$ cat src/inc/gtc_defines.svh
// Register offsets, field positions and reset values of the gated timer
`ifndef GTC_DEFINES_SVH
`define GTC_DEFINES_SVH

`define GTC_OFF_CNT_LO 8'h00
`define GTC_OFF_CNT_HI 8'h04
`define GTC_OFF_CTL 8'h08
`define GTC_OFF_GATE 8'h0C
`define GTC_OFF_IRQ_STAT 8'h10
`define GTC_OFF_IRQ_CLR 8'h14
`define GTC_OFF_IRQ_EN 8'h18

`define GTC_CTL_ON 0
`define GTC_CTL_SYNC 2
`define GTC_CTL_OSC 3
`define GTC_CTL_PS_LO 4
`define GTC_CTL_CS_LO 6
`define GTC_CTL_MASK 8'hFD

`define GTC_GATE_GSS_LO 0
`define GTC_GATE_VAL 2
`define GTC_GATE_POL 6
`define GTC_GATE_GE 7

`define GTC_IRQ_OVF 0
`define GTC_IRQ_GATE 1
`define GTC_IRQ_W 2

`define GTC_CNT_MAX 16'hFFFF
`define GTC_CNT_RST 16'h0000
`define GTC_BYTE_RST 8'h00
`define GTC_INST_DIV_LAST 2'h3

`endif

$ cat src/inc/gtc_pkg.sv
// Types shared by the gated timer modules
`default_nettype none
package gtc_pkg;
  typedef enum logic [1:0] {
    GTC_CS_INST = 2'b00,
    GTC_CS_SYS = 2'b01,
    GTC_CS_EXT = 2'b10,
    GTC_CS_LFO = 2'b11
  } gtc_clk_sel_t;

  typedef enum logic [1:0] {
    GTC_GS_PIN = 2'b00,
    GTC_GS_T0OVF = 2'b01,
    GTC_GS_CMP1 = 2'b10,
    GTC_GS_CMP2 = 2'b11
  } gtc_gate_src_t;
endpackage
`default_nettype wire

$ cat src/inc/gtc_src_if.sv
// Link between the timer core and its count source selector
`default_nettype none
interface gtc_src_if;
  import gtc_pkg::*;
  gtc_clk_sel_t sel;
  logic osc_en;
  logic run;
  logic rearm;
  logic tick;

  modport core (output sel, output osc_en, output run, output rearm, input tick);
  modport source (input sel, input osc_en, input run, input rearm, output tick);
endinterface
`default_nettype wire

$ cat src/rtl/gtc_src_sel.sv
// Count source selection, pin synchronisers and edge detection
`include "gtc_defines.svh"
`default_nettype none
module gtc_src_sel (
  input wire logic hclk,
  input wire logic hresetn,
  input wire logic count_pin,
  input wire logic sosc_clk,
  input wire logic lfosc_clk,
  gtc_src_if.source src
);
  import gtc_pkg::*;

  // Index 0: count pin, 1: crystal oscillator, 2: low-frequency oscillator
  logic [2:0] sync1;
  logic [2:0] sync2;
  logic [2:0] prev;
  logic [1:0] div;
  logic armed;
  logic tick;
  logic [1:0] next_div;
  logic next_armed;
  logic next_tick;
  logic ext_lvl;
  logic ext_rise;

  always_comb
  begin
    next_div = div + 2'h1;
    ext_lvl = src.osc_en ? sync2[1] : sync2[0];
    ext_rise = src.osc_en ? (sync2[1] & ~prev[1]) : (sync2[0] & ~prev[0]);
    if (src.rearm || !src.run)
      next_armed = 1'b0;
    else if (!ext_lvl)
      next_armed = 1'b1;
    else
      next_armed = armed;
    unique case (src.sel)
      GTC_CS_INST: next_tick = (div == `GTC_INST_DIV_LAST);
      GTC_CS_SYS: next_tick = 1'b1;
      GTC_CS_EXT: next_tick = ext_rise & armed & ~src.rearm;
      GTC_CS_LFO: next_tick = sync2[2] & ~prev[2];
    endcase
  end

  always_ff @(posedge hclk or negedge hresetn)
  begin
    if (!hresetn)
    begin
      sync1 <= 3'h0;
      sync2 <= 3'h0;
      prev <= 3'h0;
      div <= 2'h0;
      armed <= 1'b0;
      tick <= 1'b0;
    end
    else
    begin
      sync1 <= {lfosc_clk, sosc_clk, count_pin};
      sync2 <= sync1;
      prev <= sync2;
      div <= next_div;
      armed <= next_armed;
      tick <= next_tick;
    end
  end

  assign src.tick = tick;
endmodule // gtc_src_sel
`default_nettype wire

$ cat src/rtl/gtc_timer.sv
// Gated 16-bit timer/counter with AHB-Lite register slave
// What this block does
// - 16-bit up-counter read and written as two bytes; writes replace the byte.
// - Off when on bit clear; on bit alone counts; with gate enable, gate governs.
// - Clock select: 00 clock/4, 01 system clock, 10 count pin or crystal per oscillator enable bit, 11 slow oscillator.
// - System clock or slow oscillator source advances every rising edge, before prescaling.
// - Instruction clock source advances once per four system clocks.
// - Count pin advances on rising edge, always through two synchroniser stages whatever the sync bit.
// - A falling edge must precede the first counted edge after enable or write.
// - Oscillator enable bit starts the secondary crystal oscillator, kept running in sleep.
// - Prescale field divides the selected count clock by 1, 2, 4 or 8.
// - Prescale counter hidden from software, cleared on any count byte write.
// - Reading the count on fast sources may see a carry between the two byte reads.
// - Count wraps FFFFh to 0000h and sets the overflow flag, cleared by software.
// - With gating, count only while gate level equals polarity bit, else hold.
// - Sync bit set lets the timer run and wake during sleep; synchronisation stays in place.
// - Gate source: 00 gate pin, 01 timer0 overflow, 10 comparator 1, 11 comparator 2.
`include "gtc_defines.svh"
`default_nettype none
module gtc_timer (
  input wire logic hclk,
  input wire logic hresetn,
  input wire logic hsel,
  input wire logic [31:0] haddr,
  input wire logic [1:0] htrans,
  input wire logic hwrite,
  input wire logic [2:0] hsize,
  input wire logic [31:0] hwdata,
  input wire logic hready,
  output logic [31:0] hrdata,
  output logic hreadyout,
  output logic hresp,
  input wire logic count_pin,
  input wire logic sosc_clk,
  input wire logic lfosc_clk,
  input wire logic gate_pin,
  input wire logic t0_overflow,
  input wire logic cmp1_out,
  input wire logic cmp2_out,
  input wire logic sleep_mode,
  output logic osc_enable,
  output logic irq
);
  import gtc_pkg::*;

  gtc_src_if src ();

  gtc_src_sel u_src (
    .hclk(hclk),
    .hresetn(hresetn),
    .count_pin(count_pin),
    .sosc_clk(sosc_clk),
    .lfosc_clk(lfosc_clk),
    .src(src.source)
  );

  // Bus state
  logic wr_pend;
  logic rd_pend;
  logic [7:0] addr_q;
  logic [7:0] next_addr;
  logic next_wr_pend;
  logic next_rd_pend;
  logic next_hreadyout;
  logic [31:0] next_hrdata;
  logic take;

  // Timer state
  logic [15:0] cnt;
  logic [2:0] psc;
  logic [7:0] ctl;
  logic gate_en;
  logic gate_pol;
  gtc_gate_src_t gate_src;
  logic [2:0] gsync1;
  logic [2:0] gsync2;
  logic gate_val;
  logic [`GTC_IRQ_W-1:0] status;
  logic [`GTC_IRQ_W-1:0] irq_en;
  logic [15:0] next_cnt;
  logic [2:0] next_psc;
  logic [7:0] next_ctl;
  logic next_gate_en;
  logic next_gate_pol;
  gtc_gate_src_t next_gate_src;
  logic next_gate_val;
  logic [`GTC_IRQ_W-1:0] next_status;
  logic [`GTC_IRQ_W-1:0] next_irq_en;
  logic next_irq;

  logic wr_lo;
  logic wr_hi;
  logic wr_any;
  logic gate_ok;
  logic run;
  logic adv;
  logic [`GTC_IRQ_W-1:0] events;
  logic [`GTC_IRQ_W-1:0] clr_bits;

  function automatic logic psc_hit(input logic [2:0] c, input logic [1:0] sel);
    logic h;
    h = 1'b1;
    unique case (sel)
      2'b00: h = 1'b1;
      2'b01: h = c[0];
      2'b10: h = &c[1:0];
      2'b11: h = &c;
    endcase
    return h;
  endfunction

  function automatic logic [31:0] read_mux(input logic [7:0] a);
    logic [31:0] r;
    r = 32'h0000_0000;
    unique case (a)
      `GTC_OFF_CNT_LO: r[7:0] = cnt[7:0];
      `GTC_OFF_CNT_HI: r[7:0] = cnt[15:8];
      `GTC_OFF_CTL: r[7:0] = ctl;
      `GTC_OFF_GATE:
      begin
        r[`GTC_GATE_GE] = gate_en;
        r[`GTC_GATE_POL] = gate_pol;
        r[`GTC_GATE_VAL] = gate_val;
        r[`GTC_GATE_GSS_LO +: 2] = gate_src;
      end
      `GTC_OFF_IRQ_STAT: r[`GTC_IRQ_W-1:0] = status;
      `GTC_OFF_IRQ_EN: r[`GTC_IRQ_W-1:0] = irq_en;
      default: r = 32'h0000_0000;
    endcase
    return r;
  endfunction

  // Bus slave: writes finish in one data-phase cycle, reads add one wait state
  always_comb
  begin
    take = hsel & htrans[1] & hready;
    next_addr = take ? haddr[7:0] : addr_q;
    next_wr_pend = hready ? (take & hwrite) : wr_pend;
    next_rd_pend = take & ~hwrite;
    next_hreadyout = ~(take & ~hwrite);
    next_hrdata = rd_pend ? read_mux(addr_q) : hrdata;
  end

  always_ff @(posedge hclk or negedge hresetn)
  begin
    if (!hresetn)
    begin
      addr_q <= `GTC_BYTE_RST;
      wr_pend <= 1'b0;
      rd_pend <= 1'b0;
      hreadyout <= 1'b1;
      hrdata <= 32'h0000_0000;
      hresp <= 1'b0;
    end
    else
    begin
      addr_q <= next_addr;
      wr_pend <= next_wr_pend;
      rd_pend <= next_rd_pend;
      hreadyout <= next_hreadyout;
      hrdata <= next_hrdata;
      hresp <= 1'b0;
    end
  end

  // Timer core
  always_comb
  begin
    wr_lo = wr_pend && (addr_q == `GTC_OFF_CNT_LO);
    wr_hi = wr_pend && (addr_q == `GTC_OFF_CNT_HI);
    wr_any = wr_lo | wr_hi;
    unique case (gate_src)
      GTC_GS_PIN: next_gate_val = gsync2[0];
      GTC_GS_T0OVF: next_gate_val = t0_overflow;
      GTC_GS_CMP1: next_gate_val = gsync2[1];
      GTC_GS_CMP2: next_gate_val = gsync2[2];
    endcase
    gate_ok = (gate_val == gate_pol);
    run = ctl[`GTC_CTL_ON] & (~gate_en | gate_ok) & ~(sleep_mode & ~ctl[`GTC_CTL_SYNC]);
    adv = 1'b0;
    next_psc = psc;
    if (wr_any)
      next_psc = 3'h0;
    // divide by 1, 2, 4 or 8
    else if (src.tick && run)
    begin
      if (psc_hit(psc, ctl[`GTC_CTL_PS_LO +: 2]))
      begin
        next_psc = 3'h0;
        adv = 1'b1;
      end
      else
        next_psc = psc + 3'h1;
    end
    next_cnt = adv ? cnt + 16'h0001 : cnt;
    if (wr_lo)
      next_cnt[7:0] = hwdata[7:0];
    if (wr_hi)
      next_cnt[15:8] = hwdata[7:0];
    next_ctl = ctl;
    next_gate_en = gate_en;
    next_gate_pol = gate_pol;
    next_gate_src = gate_src;
    next_irq_en = irq_en;
    if (wr_pend && (addr_q == `GTC_OFF_CTL))
      next_ctl = hwdata[7:0] & `GTC_CTL_MASK;
    if (wr_pend && (addr_q == `GTC_OFF_GATE))
    begin
      next_gate_en = hwdata[`GTC_GATE_GE];
      next_gate_pol = hwdata[`GTC_GATE_POL];
      next_gate_src = gtc_gate_src_t'(hwdata[`GTC_GATE_GSS_LO +: 2]);
    end
    if (wr_pend && (addr_q == `GTC_OFF_IRQ_EN))
      next_irq_en = hwdata[`GTC_IRQ_W-1:0];
    clr_bits = (wr_pend && (addr_q == `GTC_OFF_IRQ_CLR)) ? hwdata[`GTC_IRQ_W-1:0] : 2'b00;
    events[`GTC_IRQ_OVF] = adv && (cnt == `GTC_CNT_MAX);
    events[`GTC_IRQ_GATE] = gate_val & ~next_gate_val;
    next_status = (status & ~clr_bits) | events;
    next_irq = |(next_status & next_irq_en);
  end

  always_ff @(posedge hclk or negedge hresetn)
  begin
    if (!hresetn)
    begin
      cnt <= `GTC_CNT_RST;
      psc <= 3'h0;
      ctl <= `GTC_BYTE_RST;
      gate_en <= 1'b0;
      gate_pol <= 1'b0;
      gate_src <= GTC_GS_PIN;
      gsync1 <= 3'h0;
      gsync2 <= 3'h0;
      gate_val <= 1'b0;
      status <= 2'b00;
      irq_en <= 2'b00;
      irq <= 1'b0;
      osc_enable <= 1'b0;
    end
    else
    begin
      cnt <= next_cnt;
      psc <= next_psc;
      ctl <= next_ctl;
      gate_en <= next_gate_en;
      gate_pol <= next_gate_pol;
      gate_src <= next_gate_src;
      gsync1 <= {cmp2_out, cmp1_out, gate_pin};
      gsync2 <= gsync1;
      gate_val <= next_gate_val;
      status <= next_status;
      irq_en <= next_irq_en;
      irq <= next_irq;
      osc_enable <= next_ctl[`GTC_CTL_OSC];
    end
  end

  assign src.sel = gtc_clk_sel_t'(ctl[`GTC_CTL_CS_LO +: 2]);
  assign src.osc_en = ctl[`GTC_CTL_OSC];
  assign src.run = ctl[`GTC_CTL_ON];
  assign src.rearm = wr_any;
endmodule // gtc_timer
`default_nettype wire

$ cat config.mk
export PLATFORM = sky130hd
export DESIGN_NAME = gtc_timer
export DESIGN_NICKNAME = d
export VERILOG_FILES = /design/src/inc/gtc_pkg.sv /design/src/inc/gtc_src_if.sv /design/src/rtl/gtc_src_sel.sv /design/src/rtl/gtc_timer.sv
export VERILOG_INCLUDE_DIRS = /design/src /design/src/inc
export SDC_FILE = /design/constraint.sdc
export NUM_CORES = 1
export LEC_CHECK = 0
export ABC_CLOCK_PERIOD_IN_PS = 5900
export BUFFER_PORTS_ARGS = -buffer_cell sky130_fd_sc_hd__buf_2
export CORE_MARGIN = 1.5
export CORE_UTILIZATION = 55
export CTS_CLUSTER_SIZE = 16
export DETAILED_ROUTE_END_ITERATION = 8
export PLACE_DENSITY = 0.87
export SLEW_MARGIN = 10
export SYNTH_ARGS = -nofsm -noshare
export SYNTH_HDL_FRONTEND = slang
export SYNTH_HIERARCHICAL = 1
export SYNTH_SLANG_ARGS = --single-unit
$ cat constraint.sdc
create_clock -name hclk -period 5.9 [get_ports hclk]
set_input_delay 0.59 -clock hclk [delete_from_list [all_inputs] [get_ports hclk]]
set_output_delay 0.59 -clock hclk [all_outputs]
set_load 0.01 [all_outputs]
== Yosys cells after proc, flatten, opt, wreduce, memory -nomap -nowiden ==
Index checks and enable logic that the tools add are counted.
Storage, ports and cells
  register bits after elaboration: 74
  bits in latches: 0
  memory bits (writable): 0
  ROM bits: 0
  bits of input ports: 82
  logic and storage cells: 121
  memories: 0
Operators by class
  $add $sub $neg: 3
  multiply operators: 0
  div/mod/pow operators: 0
  $lt $le $gt $ge: 0
  equality and inequality tests: 19
  shifts and indexed selects: 0
  muxes and demuxes: 25
  bitwise operators: 29
  reduce and logical (&&, ||, !) cells: 20
Operators with widths (count)
  $eq 8x5->1 const B: 3
  $add 16x1->16 const B: 1
  $eq 16x16->1 const B: 1
  $eq 8x4->1 const B: 2
  $mux 16: 1
  $mux 8: 2
  $pmux 1 s4: 4
  $eq 2x2->1 const B: 7
  $and 1x1->1: 13
  $pmux 2 s6: 1
  $not 1->1: 10
  $mux 1: 9
  $mux 3: 3
  $pmux 3 s3: 1
  $eq 8x3->1 const B: 1
  $logic_and 1x1->1: 8
  $logic_not 8->1: 1
  $pmux 2 s4: 1
  $eq 2x1->1 const B: 3
  $logic_not 2->1: 3
  $reduce_bool 2->1: 3
  $and 2x2->2: 2
  $mux 2: 2
  $mux 4: 1
  12 further kinds: 13

== Depth between registers and ports, before layout ==
  depth after elaboration: 14
  mapped depth: 8
  depth with buffers taken out: 7

== Modules after synthesis ==
Netlist, hierarchy kept.
By module, submodules not included
  gtc_timer: instances 1, cells an instance 303, area each 3233.1 sq um, seq. area each 1527.7 sq um
  gtc_src_sel: instances 1, cells an instance 25, area each 409.1 sq um, seq. area each 325.3 sq um

== Least setup slack after synthesis ==
No wires, ideal clock.
  path kind: flip-flop to flip-flop
  start point: reg addr_q[5]
  end point: reg cnt[9]
  library setup time: 126 ps
  data arrival time: 2101 ps
  required time: 5774 ps
  slack: 3673 ps
  stages on the path, launching flop included: 8
  path buffers: 2
  period minus slack after synthesis: 2227 ps
  path through: dfrtp_1 > or4_4 > buf_6 > or3_4 > buf_6 > and3_4 > a21o_1 > a221o_1
On the way
  word-level cells in the longest chain between the ends: 5
  elaborated cells between the ends (all ways): 8
  those cells by class: eq/ne (1); mux (2); bitwise (1); reduce/logical (4)
Ends and longest elaborated chain
  start: declaration: line gtc_timer.sv:60  | logic [7:0] addr_q;
  start signal: assignment: line gtc_timer.sv:148  | addr_q <= `GTC_BYTE_RST;
  start signal: assignment: line gtc_timer.sv:157  | addr_q <= next_addr;
  $eq 8x3->1 / $logic_not 8->1 (equally long branches)
  $logic_and 1x1->1, on equally long branches: line gtc_timer.sv:170, gtc_timer.sv:169
  $or 1x1->1: line gtc_timer.sv:171  | wr_any = wr_lo | wr_hi;
  $mux 1: line gtc_timer.sv:182  | if (wr_any)
  $reduce_bool 2->1 (no line)
  end signal: assignment: line gtc_timer.sv:226  | cnt <= `GTC_CNT_RST;
  end signal: assignment: line gtc_timer.sv:242  | cnt <= next_cnt;
  end: declaration: line gtc_timer.sv:69  | logic [15:0] cnt;
Parallel ways exist; a longest one is shown, timed or not.
A chain may end at the register's enable or synchronous reset.

== Worst setup path after layout ==
  start point: reg addr_q[3]
  end point: reg cnt[3]
Same word-level chain as after synthesis.

==> summary.md <==
| Metric | Value |
|---|---|
| Final hold viol count | 0 |
| Area contributors post-synth | dfrtp_1 (50%), mux2_2 (6.8%), buf_4 (5.2%), nor2_1 (3.0%), a21oi_1 (2.7%) |
| # rows | 29 |
| Initial Util | 57.0% |
| Final WS setup | 3.38 ns |
| DR WL/cell | 17.1 um |
| Detailed-route via count | 2,615 |
| Crit path capture type | register |
| M2 GR Usage | 38.0% |
| Slew HR | 40.5% |
| CTS Sinks | 74 |
| Hold Crit Start | gate_pin |
| EDFF count, synth | 0 |
| WHS Path Cells | 1 |
| Pleak | 1.80 nW |
| Setup_tns | 0 ns |
| Clock-pin slew on the worst setup and hold paths | 0.08 ns |
| Seq/Total Area, Yosys | 50.9% |
| Hold endpoint | gsync1[0] |
| Core area | 0.00639 sq mm |
| Final period util | 42.8% |
| Synth Area in XOR/XNOR | 1.44% |
| Iter 0 DRT Violations | 245 |
| CP peak stage delay | 0.74 ns |
| Area Growth Syn to Fin | 9.65% |
| Global Route Usage Sum | 23.6% |
| Post-DRT Antenna Nets | 0 |
| Placer Congestion | 0.938 |
| Non-filler cells, final | 451 |
| Reg2reg start | addr_q[3] |
| Largest net degree at the start of global routing | 75 |
| Initial DRT Pass Iterations | 4 |
| Status | finished clean |
| Final setup fails | 0 |
| Pre-CTS setup slack | 3.46 ns |
| Crit-path max FO | 17 |
| Hold Crit Class | input port to register |
| CTS root buf | clkbuf_8 |
| Boundary Pins | 118 |
| Required @ worst endpoint | 6.19 ns |
| Clock Skew | 0.00845 ns |
| Vias in the first global route | 2,632 |
| GR Util met1 | 30.3% |
| Commonest cells in the netlist | dfrtp_1 (73), nor2_1 (29), buf_4 (25) |
| Fin util | 62.5% |
| Final min period | 2.52 ns |
| GR peak layer | met2 |
| Ant diodes | 0 |
| Power, Total | 1.33 mW |
| Clk_lat worst skew | 0.34 ns |
| Top-area cell type share of the netlist area | 50.2% |
| Synth Register Bits | 74 |
| Post-Syn Instances | 328 |
| Largest family of logic cells by synthesized area | simple AND/OR/NAND/NOR gates |
| DRC violations left | 0 |
| Synth Area in Simple Gates | 14.6% |
| Max_cap viols | 0 |
| Startpoint Class | register |
| Post-Synth Adder-Cell Area | 1.37% |
| R2R depth | 5 |
| Post-synthesis cell area | 0.00364 sq mm |
| CP max stage cell | nor4_2 |
| Most frequent cell after synthesis | dfrtp_1 |
| DP Cell Count | 435 |
| Mapped Avg Cell Area | 11.1 sq um |
| Power per Cell Area | 333 mW/mm^2 |
| Die W | 84.4 um |
| Ys async rst share | 100% |
| Die Ht | 84.4 um |
| WS Path Type | register to register |
| Least-Margin Pin Slew | 0.892 ns |
| Syn. warnings | 6 |
| Final Slew Violations | 0 |
| CTS tree | yes |
| R2R setup slack | 3.38 ns |
| PortBufs | 40 |
| Detailed Place HPWL | 5550 um |
| Postcts setup bufs | 0 |
| Worst-path cell chain | or2b_2, nor4_2, a31oi_1, a21oi_1, o221a_2 |
| R2r endpoint | cnt[3] |
| Cts bufs inserted | 9 |
| CTS Buffer Depth | 2 |
| Cell taking the most area after synthesis | dfrtp_1 |
| Fraction of layout cells with a size suffix above 1 | 25.7% |
| Post-CTS Resized | 0 |
| Mux contribution to synthesized area | 10.2% |
| Initial antenna violation count | 0 |
| Global-route wire length before repair | 12,900 um |
| Worst VDD drop | 369 uV |
| Post-DR vias/cell | 5.80 |
| Hold_buf cts | 0 |
| RSZ-0062 raised after global routing | false |
| Compound-Gate Fraction of Synth Area | 13.1% |
| Drt total wl | 7730 um |
| GR Layer Usage met3 | 5.90% |
| Fmax | 396 MHz |
| Die area | 0.00712 sq mm |
| Critical Path AT | 2.81 ns |
| Grt ovf | 0 |
| Top_reg_cell synth | dfrtp_1 |
| H-Tree Level Count | 3 |
| Post-synth cell types | 63 |
| Final nets | 455 |
flip-flops by register name (all words and copies together) (netlist names), 2 cells and up:
name,cells
cnt,16
addr_q,8
hrdata,8
ctl,7
gsync1,3
gsync2,3
psc,3
u_src/prev,3
u_src/sync1,3
u_src/sync2,3
gate_src,2
irq_en,2
status,2
u_src/div,2
worst max-delay path, delay by kind of cell, from the launching register on:
kind / cells / cell delay (ns)
simple gates: 2 / 1.21
flops: 1 / 0.65
compound gates: 3 / 0.61
stage by stage:
stage | cell area, sq um | hold slack (ns)
finish | 3990 | 0.346
global route | 3990 | 0.325
CTS | 3990 | 0.331
detailed placement | 3780 | 0.336
global placement | 3780 | 0.333
floorplan | 3730 | 0.294
kinds of logic after synthesis:
kind of cell / after synthesis
mux: 32
buf+inv: 46
compound gates: 68
xor+xnor: 6
simple gates: 97
other cells: 1
flops: 74
fa+ha+maj: 4
worst max-delay path by stage:
stage	slack [ns]	startpoint	end
3_5_place_dp	3.46	addr_q[3]	cnt[3]
6_report	3.38	addr_q[3]	cnt[3]
5_1_grt	3.25	addr_q[3]	cnt[3]
3_3_place_gp	3.43	addr_q[3]	cnt[3]
2_1_floorplan	3.67	addr_q[5]	cnt[9]
4_1_cts	3.45	addr_q[3]	cnt[3]
area by class of cell:
cell class / count / area, sq um
inverters: 11 / 41.3
fillers: 518 / 2390
repair buffers: 41 / 208
flip-flops and latches: 74 / 1850
well taps: 77 / 96.3
clock buffers: 10 / 128
multi-input cells: 232 / 1580
clock inverters: 6 / 90.1
routing by layer:
metal  vias up  routed length [um]
li1       1227                   -
met1      1266                3280
met2       111                3790
met3        11                 521
met4         0                 147
met5         -                   0
report_power, final:
| group | internal (mW) | total, mW | leakage, nW | switching (mW) |
|---|---|---|---|---|
| Clock | 0.240 | 0.426 | 0.107 | 0.187 |
| Combinational | 0.101 | 0.211 | 0.788 | 0.110 |
| Sequential | 0.590 | 0.694 | 0.900 | 0.104 |
cells in the final DEF, fill, tap and decap left out, types with 8 or more instances in the layout:
cell type	netlist	final
a21oi_1	20	20
buf_2	2	40
clkbuf_8	1	9
conb_1	1	25
dfrtp_1	73	73
inv_1	11	11
mux2_2	22	22
mux2i_1	8	8
nand2_1	15	15
nand3_1	8	8
nand4_1	9	9
nor2_1	29	29
nor3_1	9	9
o21ai_0	8	8
Power figures use the tool's default switching activity.
